[src/dcad_pkg.sv]
// Package: opcodes, flag positions and widths for the arithmetic/branch datapath
package dcad_pkg;
  // ==========================================================================
  // Widths
  localparam int DATA_W  = 16;
  localparam int ACC_W   = 40;
  localparam int SEL_W   = 4;
  // ==========================================================================
  // Status flag positions
  localparam int FLG_C   = 0;
  localparam int FLG_Z   = 1;
  localparam int FLG_WRAP   = 2;
  localparam int FLG_N      = 3;
  localparam int FLG_NIB    = 4;
  localparam int FLG_AWRAP  = 5;
  localparam int FLG_BWRAP  = 6;
  localparam int FLG_ACLAMP = 7;
  localparam int FLG_BCLAMP = 8;
  localparam int FLG_W   = 9;
  localparam logic [FLG_W-1:0] FLAGS_RST = 9'h000;
  // ==========================================================================
  // Literal widths and nibble boundary
  localparam int LIT10_W = 10;
  localparam int LIT5_W  = 5;
  localparam int SLIT4_W = 4;
  localparam int NIB_W   = 4;
  localparam int SHAMT_W = 4;
  // ==========================================================================
  // Operations
  typedef enum logic [4:0] {
    OP_NOP, OP_SUM, OP_SUM_CARRY, OP_AND, OP_SHR1, OP_SHRN,
    OP_ACC_ADD, OP_BIT_ZERO, OP_BIT_RAISE, OP_BIT_INV,
    OP_STORE_C, OP_STORE_Z, OP_JUMP
  } dcad_op_t;
  // Jump conditions
  typedef enum logic [3:0] {
    CND_LTU, CND_AWRAP, CND_BWRAP, CND_ACLAMP, CND_BCLAMP, CND_NN, CND_NOV, CND_ALWAYS
  } dcad_cond_t;
endpackage : dcad_pkg

[src/dcad_if.sv]
// Interface: operands and result between the datapath top and its adder unit
`timescale 1ns/1ps
interface dcad_if;
  import dcad_pkg::*;
  logic [DATA_W-1:0] opa;
  logic [DATA_W-1:0] opb;
  logic              cin;
  logic [DATA_W-1:0] sum;
  logic              cout;
  logic              dcout;
  logic              ovf;
  modport top (output opa, output opb, output cin, input sum, input cout, input dcout, input ovf);
  modport unit (input opa, input opb, input cin, output sum, output cout, output dcout, output ovf);
endinterface : dcad_if

[src/dcad_adder.sv]
// Adder unit: 16-bit sum with carry, nibble carry and signed overflow
`timescale 1ns/1ps
module dcad_adder
  import dcad_pkg::*;
(
  dcad_if.unit a
);
  logic [DATA_W:0]  full;
  logic [NIB_W:0]   low;
  // ==========================================================================
  // Sum
  always_comb
  begin
    full    = {1'b0, a.opa} + {1'b0, a.opb} + {{DATA_W{1'b0}}, a.cin};
    low     = {1'b0, a.opa[NIB_W-1:0]} + {1'b0, a.opb[NIB_W-1:0]} + {{NIB_W{1'b0}}, a.cin};
    a.sum   = full[DATA_W-1:0];
    a.cout  = full[DATA_W];
    a.dcout = low[NIB_W];
    // Overflow when like-signed operands give a differently signed sum
    a.ovf   = (a.opa[DATA_W-1] == a.opb[DATA_W-1]) && (full[DATA_W-1] != a.opa[DATA_W-1]);
  end
endmodule : dcad_adder

[src/dcad_top.sv]
// Datapath top: arithmetic, shift, bit and conditional jump execution
`timescale 1ns/1ps
module dcad_top
  import dcad_pkg::*;
(
  input  wire logic              CLOCK_I,
  input  wire logic              RESET_I,
  input  wire logic              VALID_I,
  input  wire dcad_op_t          OP_I,
  input  wire dcad_cond_t        COND_I,
  input  wire logic [DATA_W-1:0] OPA_I,
  input  wire logic [DATA_W-1:0] OPB_I,
  input  wire logic              TO_WORK_I,
  input  wire logic              ACC_SEL_I,
  input  wire logic [SLIT4_W-1:0] SLIT4_I,
  output logic      [DATA_W-1:0] RESULT_O,
  output logic                   WR_EN_O,
  output logic                   WR_WORK_O,
  output logic                   JUMP_O,
  output logic      [FLG_W-1:0]  FLAGS_O,
  output logic      [ACC_W-1:0]  ACC_A_O,
  output logic      [ACC_W-1:0]  ACC_B_O
);
  dcad_if add_bus ();
  dcad_adder u_adder (.a(add_bus.unit));

  localparam logic [ACC_W-1:0] ACC_MAX = {1'b0, {(ACC_W-1){1'b1}}};
  localparam logic [ACC_W-1:0] ACC_MIN = {1'b1, {(ACC_W-1){1'b0}}};
  localparam int WIDE_W = ACC_W + 1;

  logic [DATA_W-1:0] result, next_result;
  logic              wr_en, next_wr_en, wr_work, next_wr_work, jump, next_jump;
  logic [FLG_W-1:0]  flags, next_flags;
  logic [ACC_W-1:0]  acc_a, acc_b, next_acc_a, next_acc_b;
  logic [ACC_W-1:0]  acc_cur, addend;
  logic [WIDE_W-1:0] acc_sum;
  logic [DATA_W-1:0] shifted, bmask;
  logic [SHAMT_W-1:0] bpos;
  logic [LIT5_W-1:0]  amt;
  logic              wrap;
  logic              cond_ok;

  // ==========================================================================
  // Adder operands
  always_comb
  begin
    add_bus.opa = OPA_I;
    add_bus.opb = OPB_I;
    add_bus.cin = (OP_I == OP_SUM_CARRY) ? flags[FLG_C] : 1'b0;
  end

  // ==========================================================================
  // Jump condition
  always_comb
  begin
    unique case (COND_I)
      CND_LTU:    cond_ok = !flags[FLG_C];
      CND_AWRAP:  cond_ok = flags[FLG_AWRAP];
      CND_BWRAP:  cond_ok = flags[FLG_BWRAP];
      CND_ACLAMP: cond_ok = flags[FLG_ACLAMP];
      CND_BCLAMP: cond_ok = flags[FLG_BCLAMP];
      CND_NN:     cond_ok = !flags[FLG_N];
      CND_NOV:    cond_ok = !flags[FLG_WRAP];
      CND_ALWAYS: cond_ok = 1'b1;
      default:    cond_ok = 1'b0;
    endcase
  end

  // ==========================================================================
  // Accumulator path: shift by signed literal, positive means right
  always_comb
  begin
    acc_cur = ACC_SEL_I ? acc_b : acc_a;
    addend  = {{(ACC_W-DATA_W){OPA_I[DATA_W-1]}}, OPA_I};
    if (SLIT4_I[SLIT4_W-1])
      addend = addend << (SHAMT_W'(~SLIT4_I) + SHAMT_W'(1));
    else
      addend = $signed(addend) >>> SLIT4_I;
    acc_sum = {acc_cur[ACC_W-1], acc_cur} + {addend[ACC_W-1], addend};
    wrap    = acc_sum[ACC_W] != acc_sum[ACC_W-1];
  end

  // ==========================================================================
  // Execute
  always_comb
  begin
    next_result  = result;
    next_wr_en   = 1'b0;
    next_wr_work = 1'b0;
    next_jump    = 1'b0;
    next_flags   = flags;
    next_acc_a   = acc_a;
    next_acc_b   = acc_b;
    bpos         = OPB_I[SHAMT_W-1:0];
    bmask        = DATA_W'(1) << bpos;
    amt          = OPB_I[LIT5_W-1:0];
    shifted      = DATA_W'($signed(OPA_I) >>> amt);
    if (VALID_I)
    begin
      unique case (OP_I)
        OP_SUM, OP_SUM_CARRY:
        begin
          next_result          = add_bus.sum;
          next_wr_en           = 1'b1;
          next_wr_work         = TO_WORK_I;
          next_flags[FLG_C]    = add_bus.cout;
          next_flags[FLG_NIB]  = add_bus.dcout;
          next_flags[FLG_WRAP] = add_bus.ovf;
          next_flags[FLG_N]    = add_bus.sum[DATA_W-1];
          // Carry form keeps Z sticky so multiword sums test the whole value
          next_flags[FLG_Z]    = (OP_I == OP_SUM_CARRY)
                                 ? (flags[FLG_Z] && add_bus.sum == '0)
                                 : (add_bus.sum == '0);
        end
        OP_AND:
        begin
          next_result       = OPA_I & OPB_I;
          next_wr_en        = 1'b1;
          next_wr_work      = TO_WORK_I;
          next_flags[FLG_N] = next_result[DATA_W-1];
          next_flags[FLG_Z] = next_result == '0;
        end
        OP_SHR1:
        begin
          next_result        = {OPA_I[DATA_W-1], OPA_I[DATA_W-1:1]};
          next_wr_en         = 1'b1;
          next_wr_work         = TO_WORK_I;
          next_flags[FLG_C]    = OPA_I[0];
          next_flags[FLG_WRAP] = 1'b0;
          next_flags[FLG_N]  = OPA_I[DATA_W-1];
          next_flags[FLG_Z]  = next_result == '0;
        end
        OP_SHRN:
        begin
          next_result       = shifted;
          next_wr_en        = 1'b1;
          next_flags[FLG_N] = shifted[DATA_W-1];
          next_flags[FLG_Z] = shifted == '0;
        end
        OP_ACC_ADD:
        begin
          if (ACC_SEL_I)
          begin
            next_acc_b         = wrap ? (acc_sum[ACC_W] ? ACC_MIN : ACC_MAX)
                                      : acc_sum[ACC_W-1:0];
            next_flags[FLG_BWRAP]  = wrap;
            next_flags[FLG_BCLAMP] = flags[FLG_BCLAMP] | wrap;
          end
          else
          begin
            next_acc_a         = wrap ? (acc_sum[ACC_W] ? ACC_MIN : ACC_MAX)
                                      : acc_sum[ACC_W-1:0];
            next_flags[FLG_AWRAP]  = wrap;
            next_flags[FLG_ACLAMP] = flags[FLG_ACLAMP] | wrap;
          end
        end
        OP_BIT_ZERO, OP_BIT_RAISE, OP_BIT_INV:
        begin
          next_wr_en   = 1'b1;
          next_wr_work = TO_WORK_I;
          unique case (OP_I)
            OP_BIT_ZERO:  next_result = OPA_I & ~bmask;
            OP_BIT_RAISE: next_result = OPA_I | bmask;
            default:      next_result = OPA_I ^ bmask;
          endcase
        end
        OP_STORE_C, OP_STORE_Z:
        begin
          next_wr_en  = 1'b1;
          next_result = OPA_I & ~bmask;
          if ((OP_I == OP_STORE_C) ? flags[FLG_C] : flags[FLG_Z])
            next_result = OPA_I | bmask;
        end
        OP_JUMP:  next_jump = cond_ok;
        default:  next_result = result;
      endcase
    end
  end

  always_ff @(posedge CLOCK_I)
  begin
    if (RESET_I)
    begin
      result  <= '0;
      wr_en   <= 1'b0;
      wr_work <= 1'b0;
      jump    <= 1'b0;
      flags   <= FLAGS_RST;
      acc_a   <= '0;
      acc_b   <= '0;
    end
    else
    begin
      result  <= next_result;
      wr_en   <= next_wr_en;
      wr_work <= next_wr_work;
      jump    <= next_jump;
      flags   <= next_flags;
      acc_a   <= next_acc_a;
      acc_b   <= next_acc_b;
    end
  end

  assign RESULT_O  = result;
  assign WR_EN_O   = wr_en;
  assign WR_WORK_O = wr_work;
  assign JUMP_O    = jump;
  assign FLAGS_O   = flags;
  assign ACC_A_O   = acc_a;
  assign ACC_B_O   = acc_b;

  // ==========================================================================
  // Checks
  chk_jump_flags_kept: assert property (@(posedge CLOCK_I) disable iff (RESET_I)
    VALID_I && OP_I == OP_JUMP |=> flags == $past(flags))
    else $error("jump changed flags");
  chk_nn_jump: assert property (@(posedge CLOCK_I) disable iff (RESET_I)
    VALID_I && OP_I == OP_JUMP && COND_I == CND_NN |=> jump == !$past(flags[FLG_N]))
    else $error("not-negative jump wrong");
  chk_ltu_jump: assert property (@(posedge CLOCK_I) disable iff (RESET_I)
    VALID_I && OP_I == OP_JUMP && COND_I == CND_LTU |=> jump == !$past(flags[FLG_C]))
    else $error("unsigned less-than jump wrong");
  chk_nov_jump: assert property (@(posedge CLOCK_I) disable iff (RESET_I)
    VALID_I && OP_I == OP_JUMP && COND_I == CND_NOV |=> jump == !$past(flags[FLG_WRAP]))
    else $error("not-overflow jump wrong");
  chk_awrap_jump: assert property (@(posedge CLOCK_I) disable iff (RESET_I)
    VALID_I && OP_I == OP_JUMP && COND_I == CND_AWRAP |=> jump == $past(flags[FLG_AWRAP]))
    else $error("acc A overflow jump wrong");
  chk_aclamp_jump: assert property (@(posedge CLOCK_I) disable iff (RESET_I)
    VALID_I && OP_I == OP_JUMP && COND_I == CND_ACLAMP |=> jump == $past(flags[FLG_ACLAMP]))
    else $error("acc A saturation jump wrong");
  chk_bclamp_jump: assert property (@(posedge CLOCK_I) disable iff (RESET_I)
    VALID_I && OP_I == OP_JUMP && COND_I == CND_BCLAMP |=> jump == $past(flags[FLG_BCLAMP]))
    else $error("acc B saturation jump wrong");
  chk_and_keeps_c: assert property (@(posedge CLOCK_I) disable iff (RESET_I)
    VALID_I && OP_I == OP_AND |=> flags[FLG_C] == $past(flags[FLG_C]) && wr_en)
    else $error("and altered carry");
  chk_shr1_sign: assert property (@(posedge CLOCK_I) disable iff (RESET_I)
    VALID_I && OP_I == OP_SHR1 |=> result[DATA_W-1] == result[DATA_W-2] && wr_en)
    else $error("sign not replicated");
  chk_shrn_keeps_cov: assert property (@(posedge CLOCK_I) disable iff (RESET_I)
    VALID_I && OP_I == OP_SHRN |=> flags[FLG_C] == $past(flags[FLG_C])
      && flags[FLG_WRAP] == $past(flags[FLG_WRAP]))
    else $error("multi shift altered carry or wrap");
  chk_store_c_bit: assert property (@(posedge CLOCK_I) disable iff (RESET_I)
    VALID_I && OP_I == OP_STORE_C |=> result[$past(bpos)] == $past(flags[FLG_C]))
    else $error("carry bit not stored");
  chk_acc_flags_only: assert property (@(posedge CLOCK_I) disable iff (RESET_I)
    VALID_I && OP_I == OP_ACC_ADD |=> flags[FLG_C] == $past(flags[FLG_C]) && !wr_en)
    else $error("acc add touched C or wrote");
  cov_sum_carry: cover property (@(posedge CLOCK_I) VALID_I && OP_I == OP_SUM_CARRY && flags[FLG_C]);
  cov_jump_taken: cover property (@(posedge CLOCK_I) jump);
  cov_acc_sat: cover property (@(posedge CLOCK_I) VALID_I && OP_I == OP_ACC_ADD && wrap);
endmodule : dcad_top

[config.mk]
export PLATFORM = sky130hd
export DESIGN_NAME = dcad_top
export DESIGN_NICKNAME = d
export VERILOG_FILES = /design/src/dcad_pkg.sv /design/src/dcad_if.sv /design/src/dcad_adder.sv /design/src/dcad_top.sv
export SDC_FILE = /design/constraint.sdc
export NUM_CORES = 1
export LEC_CHECK = 0
export BUFFER_PORTS_ARGS = -buffer_cell sky130_fd_sc_hd__buf_2
export CORE_ASPECT_RATIO = 0.7
export CORE_MARGIN = 4
export CORE_UTILIZATION = 50
export CTS_CLUSTER_SIZE = 24
export DETAILED_ROUTE_END_ITERATION = 12
export GPL_TIMING_DRIVEN = 0
export PLACE_DENSITY = 0.75
export SYNTH_ARGS = -nofsm -noshare
export SYNTH_HDL_FRONTEND = slang
export SYNTH_SLANG_ARGS = --single-unit
[constraint.sdc]
create_clock -name CLOCK_I -period 8 [get_ports CLOCK_I]
set_input_delay 2.4 -clock CLOCK_I [delete_from_list [all_inputs] [get_ports CLOCK_I]]
set_output_delay 2.4 -clock CLOCK_I [all_outputs]
set_load 0.1 [all_outputs]
==> summary.txt <==
Flow run
  – Max_cap viols: 0

Global routing
  – GR Layer Usage met3: 13.5%
  – Total grt overflow: 0
  – M2 GR Usage: 43.8%
  – Global-route wire length before repair: 65900 um
  – Total track usage: 32.8%
  – Largest net degree at the start of global routing: 20
  – GR peak layer: met1
  – Initial antenna violation count: 1
  – Vias in the first global route: 11529
  – Grt met1 use: 49.2%

Placed design
  – PortBufs: 151
  – Placer Congestion: 1.11
  – Inst Count DP: 1981
  – Post-DP Area: 12400 um2
  – DP Wirelength: 34800 um

Setup path
  – Cells on worst reg2reg path: 13
  – Worst Setup End Kind: flip-flop
  – Worst setup SP type: input port
  – Critical-path top delay cell: a211oi_2
  – WP data arrival: 7.89 ns
  – Max FO, Critical Path: 10
  – Crit path kind: in -> reg
  – RR Startpoint: ACC_B_O[0]
  – Reg2reg end: ACC_B_O[20]
  – FF-to-FF setup slack: 4.08 ns
  – Cell mode on critical path: o21ai_0
  – Critical-path cell list: clkbuf_1 > clkinv_1 > ha_1 > clkbuf_1 > clkbuf_2 > mux2_2 > mux2i_1 > o211ai_1 > o21ai_0 > ha_1 > a21oi_1 > o21ai_0 > a21oi_1 > a2111oi_4 > a211oi_2 > o21ai_1 > a21o_1 > nand2_1 > clkbuf_2 > o21ai_0
  – Max stage delay on crit path: 0.42 ns
  – WP data required: 8.25 ns

STA
  – Worst slew pin tran: 1.04 ns
  – # setup viols final: 0
  – Clock skew: 0.0123 ns
  – Min Tclk post-route: 7.64 ns
  – Setup tns final: 0 ns
  – Slew margin rel.: 29.9%
  – Fmax: 131 MHz
  – RSZ-0062 raised after global routing: no
  – Final hold vios: 0
  – Count of pins over their slew limit: 0
  – Final Cycle Share: 95.5%

Clocking
  – CTS tree: done
  – CTS Buffer Depth: 2
  – Clock Tree Root: clkbuf_16
  – Clk_lat worst skew: 0.38 ns
  – Clock Pin Slew Worst Setup and Hold Paths: 0.07 ns
  – # Post-CTS Setup Buffers: 0
  – H-tree Lvls: 3
  – CTS buffer count: 9
  – Clk sinks: 108

Detailed routing
  – Drt first pass iters: 6
  – Post-DR vias/cell: 6.47
  – DRC: 0
  – Post-DRT Antenna Nets: 0
  – Routed wire per std cell: 21.6 um
  – DR iter-0 viols: 1538
  – Routed wire length: 43200 um
  – Via count: 12927

Yosys
  – Top_reg_cell synth: dfxtp_1
  – Top cells by area, synth: dfxtp_1 19%, ha_1 9.9%, o21ai_0 6.7%
  – Area share of the largest cell type after synthesis: 19.2%
  – Post-Syn Nets: 1690
  – Synth area leader: dfxtp_1
  – Seq/Total Area, Yosys: 19.2%
  – Count of state elements after synthesis: 108
  – Cells after Synth: 1548
  – Ys async rst share: 0%
  – Mapped Avg Cell Area: 7.29 um2
  – Syn Std Cell Area: 11300 um2
  – Library cells used by synthesis: 83
  – EDFF count, synth: 0
  – Synth warn: 0

Pwr
  – Worst VDD drop: 106 uV
  – PD cells: 128 nW/um2
  – Tot Pwr: 1.63 mW
  – Leakage power total: 5.63 nW

Min path
  – Hold WC Path Type: reg -> reg
  – Worst hold path depth: 2
  – Hold Path End: RESULT_O[8]
  – Min-Delay Startpoint: RESULT_O[8]

Floorplan
  – Die area: 25100 um2
  – FP Rows: 45
  – Die extent in y: 134 um
  – Starting Density: 51.5%
  – Chip Width: 188 um
  – Core area: 21900 um2
  – I/O pin total: 158

Finish
  – Multi-input gate area: 8480 um2
  – Total inserted antenna cells: 0
  – Design area: 12700 um2
  – Final net count: 1852
  – Area delta synth->final: 12.7%
  – Register area: 2160 um2
  – Final Util: 58.0%
  – Finished Layout Cells: 1997
  – Share of cells above drive strength 1: 16.9%
  – Fillers: 2126

Status
  – Outcome: completed
-- per-layer routing --
metal  vias up  wire, um
met4         0       703
met5         -         0
li1       5984         -
met1      6080     19800
met3        67      6370
met2       796     16300
-- per-stage QoR --
step	setup WS [ns]	hold slack, ns
3_3_place_gp	-0.202	0.437
6_report	0.356	0.449
4_1_cts	0.0473	0.454
3_5_place_dp	-0.291	0.443
5_1_grt	0.0363	0.470
2_1_floorplan	1.10	0.884
-- critical path: cells and delay by family --
family | cells | cell delay, ns
AOI/OAI and AO/OA | 10 | 2.08
buffers and inverters | 5 | 1.61
adders and majority gates | 2 | 0.77
muxes | 2 | 0.67
and+or+nand+nor | 1 | 0.33
-- state kept, by name (all words and copies together) (netlist names) --
name       cells
WR_WORK_O      1
WR_EN_O        1
ACC_B_O       40
ACC_A_O       40
FLAGS_O        9
RESULT_O      16
JUMP_O         1
-- power breakdown --
part | switching [mW] | total, mW | leakage (nW) | internal (mW)
logic | 0.436 | 0.630 | 4.63 | 0.194
registers | 0.00495 | 0.550 | 0.872 | 0.545
clock network | 0.235 | 0.453 | 0.134 | 0.218
total | 0.676 | 1.63 | 5.63 | 0.957
-- Yosys cell counts, drive strengths merged (7+ instances only) --
library cell and count:
a21oi 133, xor2 20, a31oi 12, a211oi 25, nor3 17, nand2 197
mux2i 41, nand4 22, mux2 51, xnor2 31, buf 28, a21o 24
mux4 12, clkbuf 89, o21ai 166, o21bai 7, a221oi 32, o22ai 16
nand3 31, nor2 183, o21a 7, nor4 13, a211o 8, inv 41
o211ai 11, ha 89, nor2b 13, or3 7, o221ai 19, dfxtp 108
nand2b 17
-- cell families after synthesis --
logic type | share of synthesized area, %
mux | 11.1
xor+xnor | 3.96
compound gates | 29.0
fa+ha+maj | 10.4
simple gates | 20.4
buf+inv | 5.89
flops | 19.2
-- layout make-up --
| type | instances | share of cell area [%] |
|---|---|---|
| multi-input combinational | 1281 | 66.7 |
| sequential | 108 | 17.0 |
| timing repair buffer | 151 | 5.95 |
| clock inverter | 6 | 0.472 |
| tap | 282 | 2.78 |
| inverter | 42 | 1.24 |
| buffer | 117 | 4.07 |
| clock buffer | 10 | 1.80 |
-- cells in the final DEF, fill, tap and decap left out, types with 7 or more instances in the layout --
master     Yosys  layout
nor2_1       182     182
nand2b_1      17      17
clkbuf_16      0       9
o21ai_0      150     150
o21bai_1       7       7
buf_2         15     166
o221ai_1      19      19
o22ai_1       16      16
a31oi_1       11      11
mux2i_1       41      41
nand2_1      197     197
o21a_1         7       7
a221oi_1      31      31
o21ai_1       15      15
nand4_1       22      22
mux2_2        51      51
clkbuf_1      89      84
a211o_1        8       8
xor2_1        20      20
a21o_1        24      24
inv_1         40      40
mux4_2        12      12
or3_1          7       7
o211ai_1      10      10
ha_1          89      89
xnor2_1       31      31
nor2b_1       13      13
a21oi_1      128     128
dfxtp_1      108     108
a211oi_1      24      23
nand3_1       30      30
nor3_1        16      16
nor4_1        12      11
clkbuf_2       0       8
-- repair_timing --
action | CTS | global route
hold buffers | 0 | 0
setup endpoints to repair | 0 | 78
gates resized for setup | 0 | 16
-- worst max-delay path by stage --
stage / startpoint / to / slack (ns) / cells after the start
detailed placement: SLIT4_I[1] / ACC_A_O[6] / -0.29 / 23
finish: SLIT4_I[0] / ACC_B_O[20] / 0.36 / 20
floorplan: SLIT4_I[1] / ACC_A_O[7] / 1.10 / 21
CTS: SLIT4_I[1] / ACC_A_O[4] / 0.05 / 21
global placement: SLIT4_I[1] / ACC_A_O[24] / -0.20 / 25
global route: SLIT4_I[0] / ACC_A_O[17] / 0.04 / 22
Note: power is estimated with default switching activity, not from simulation.
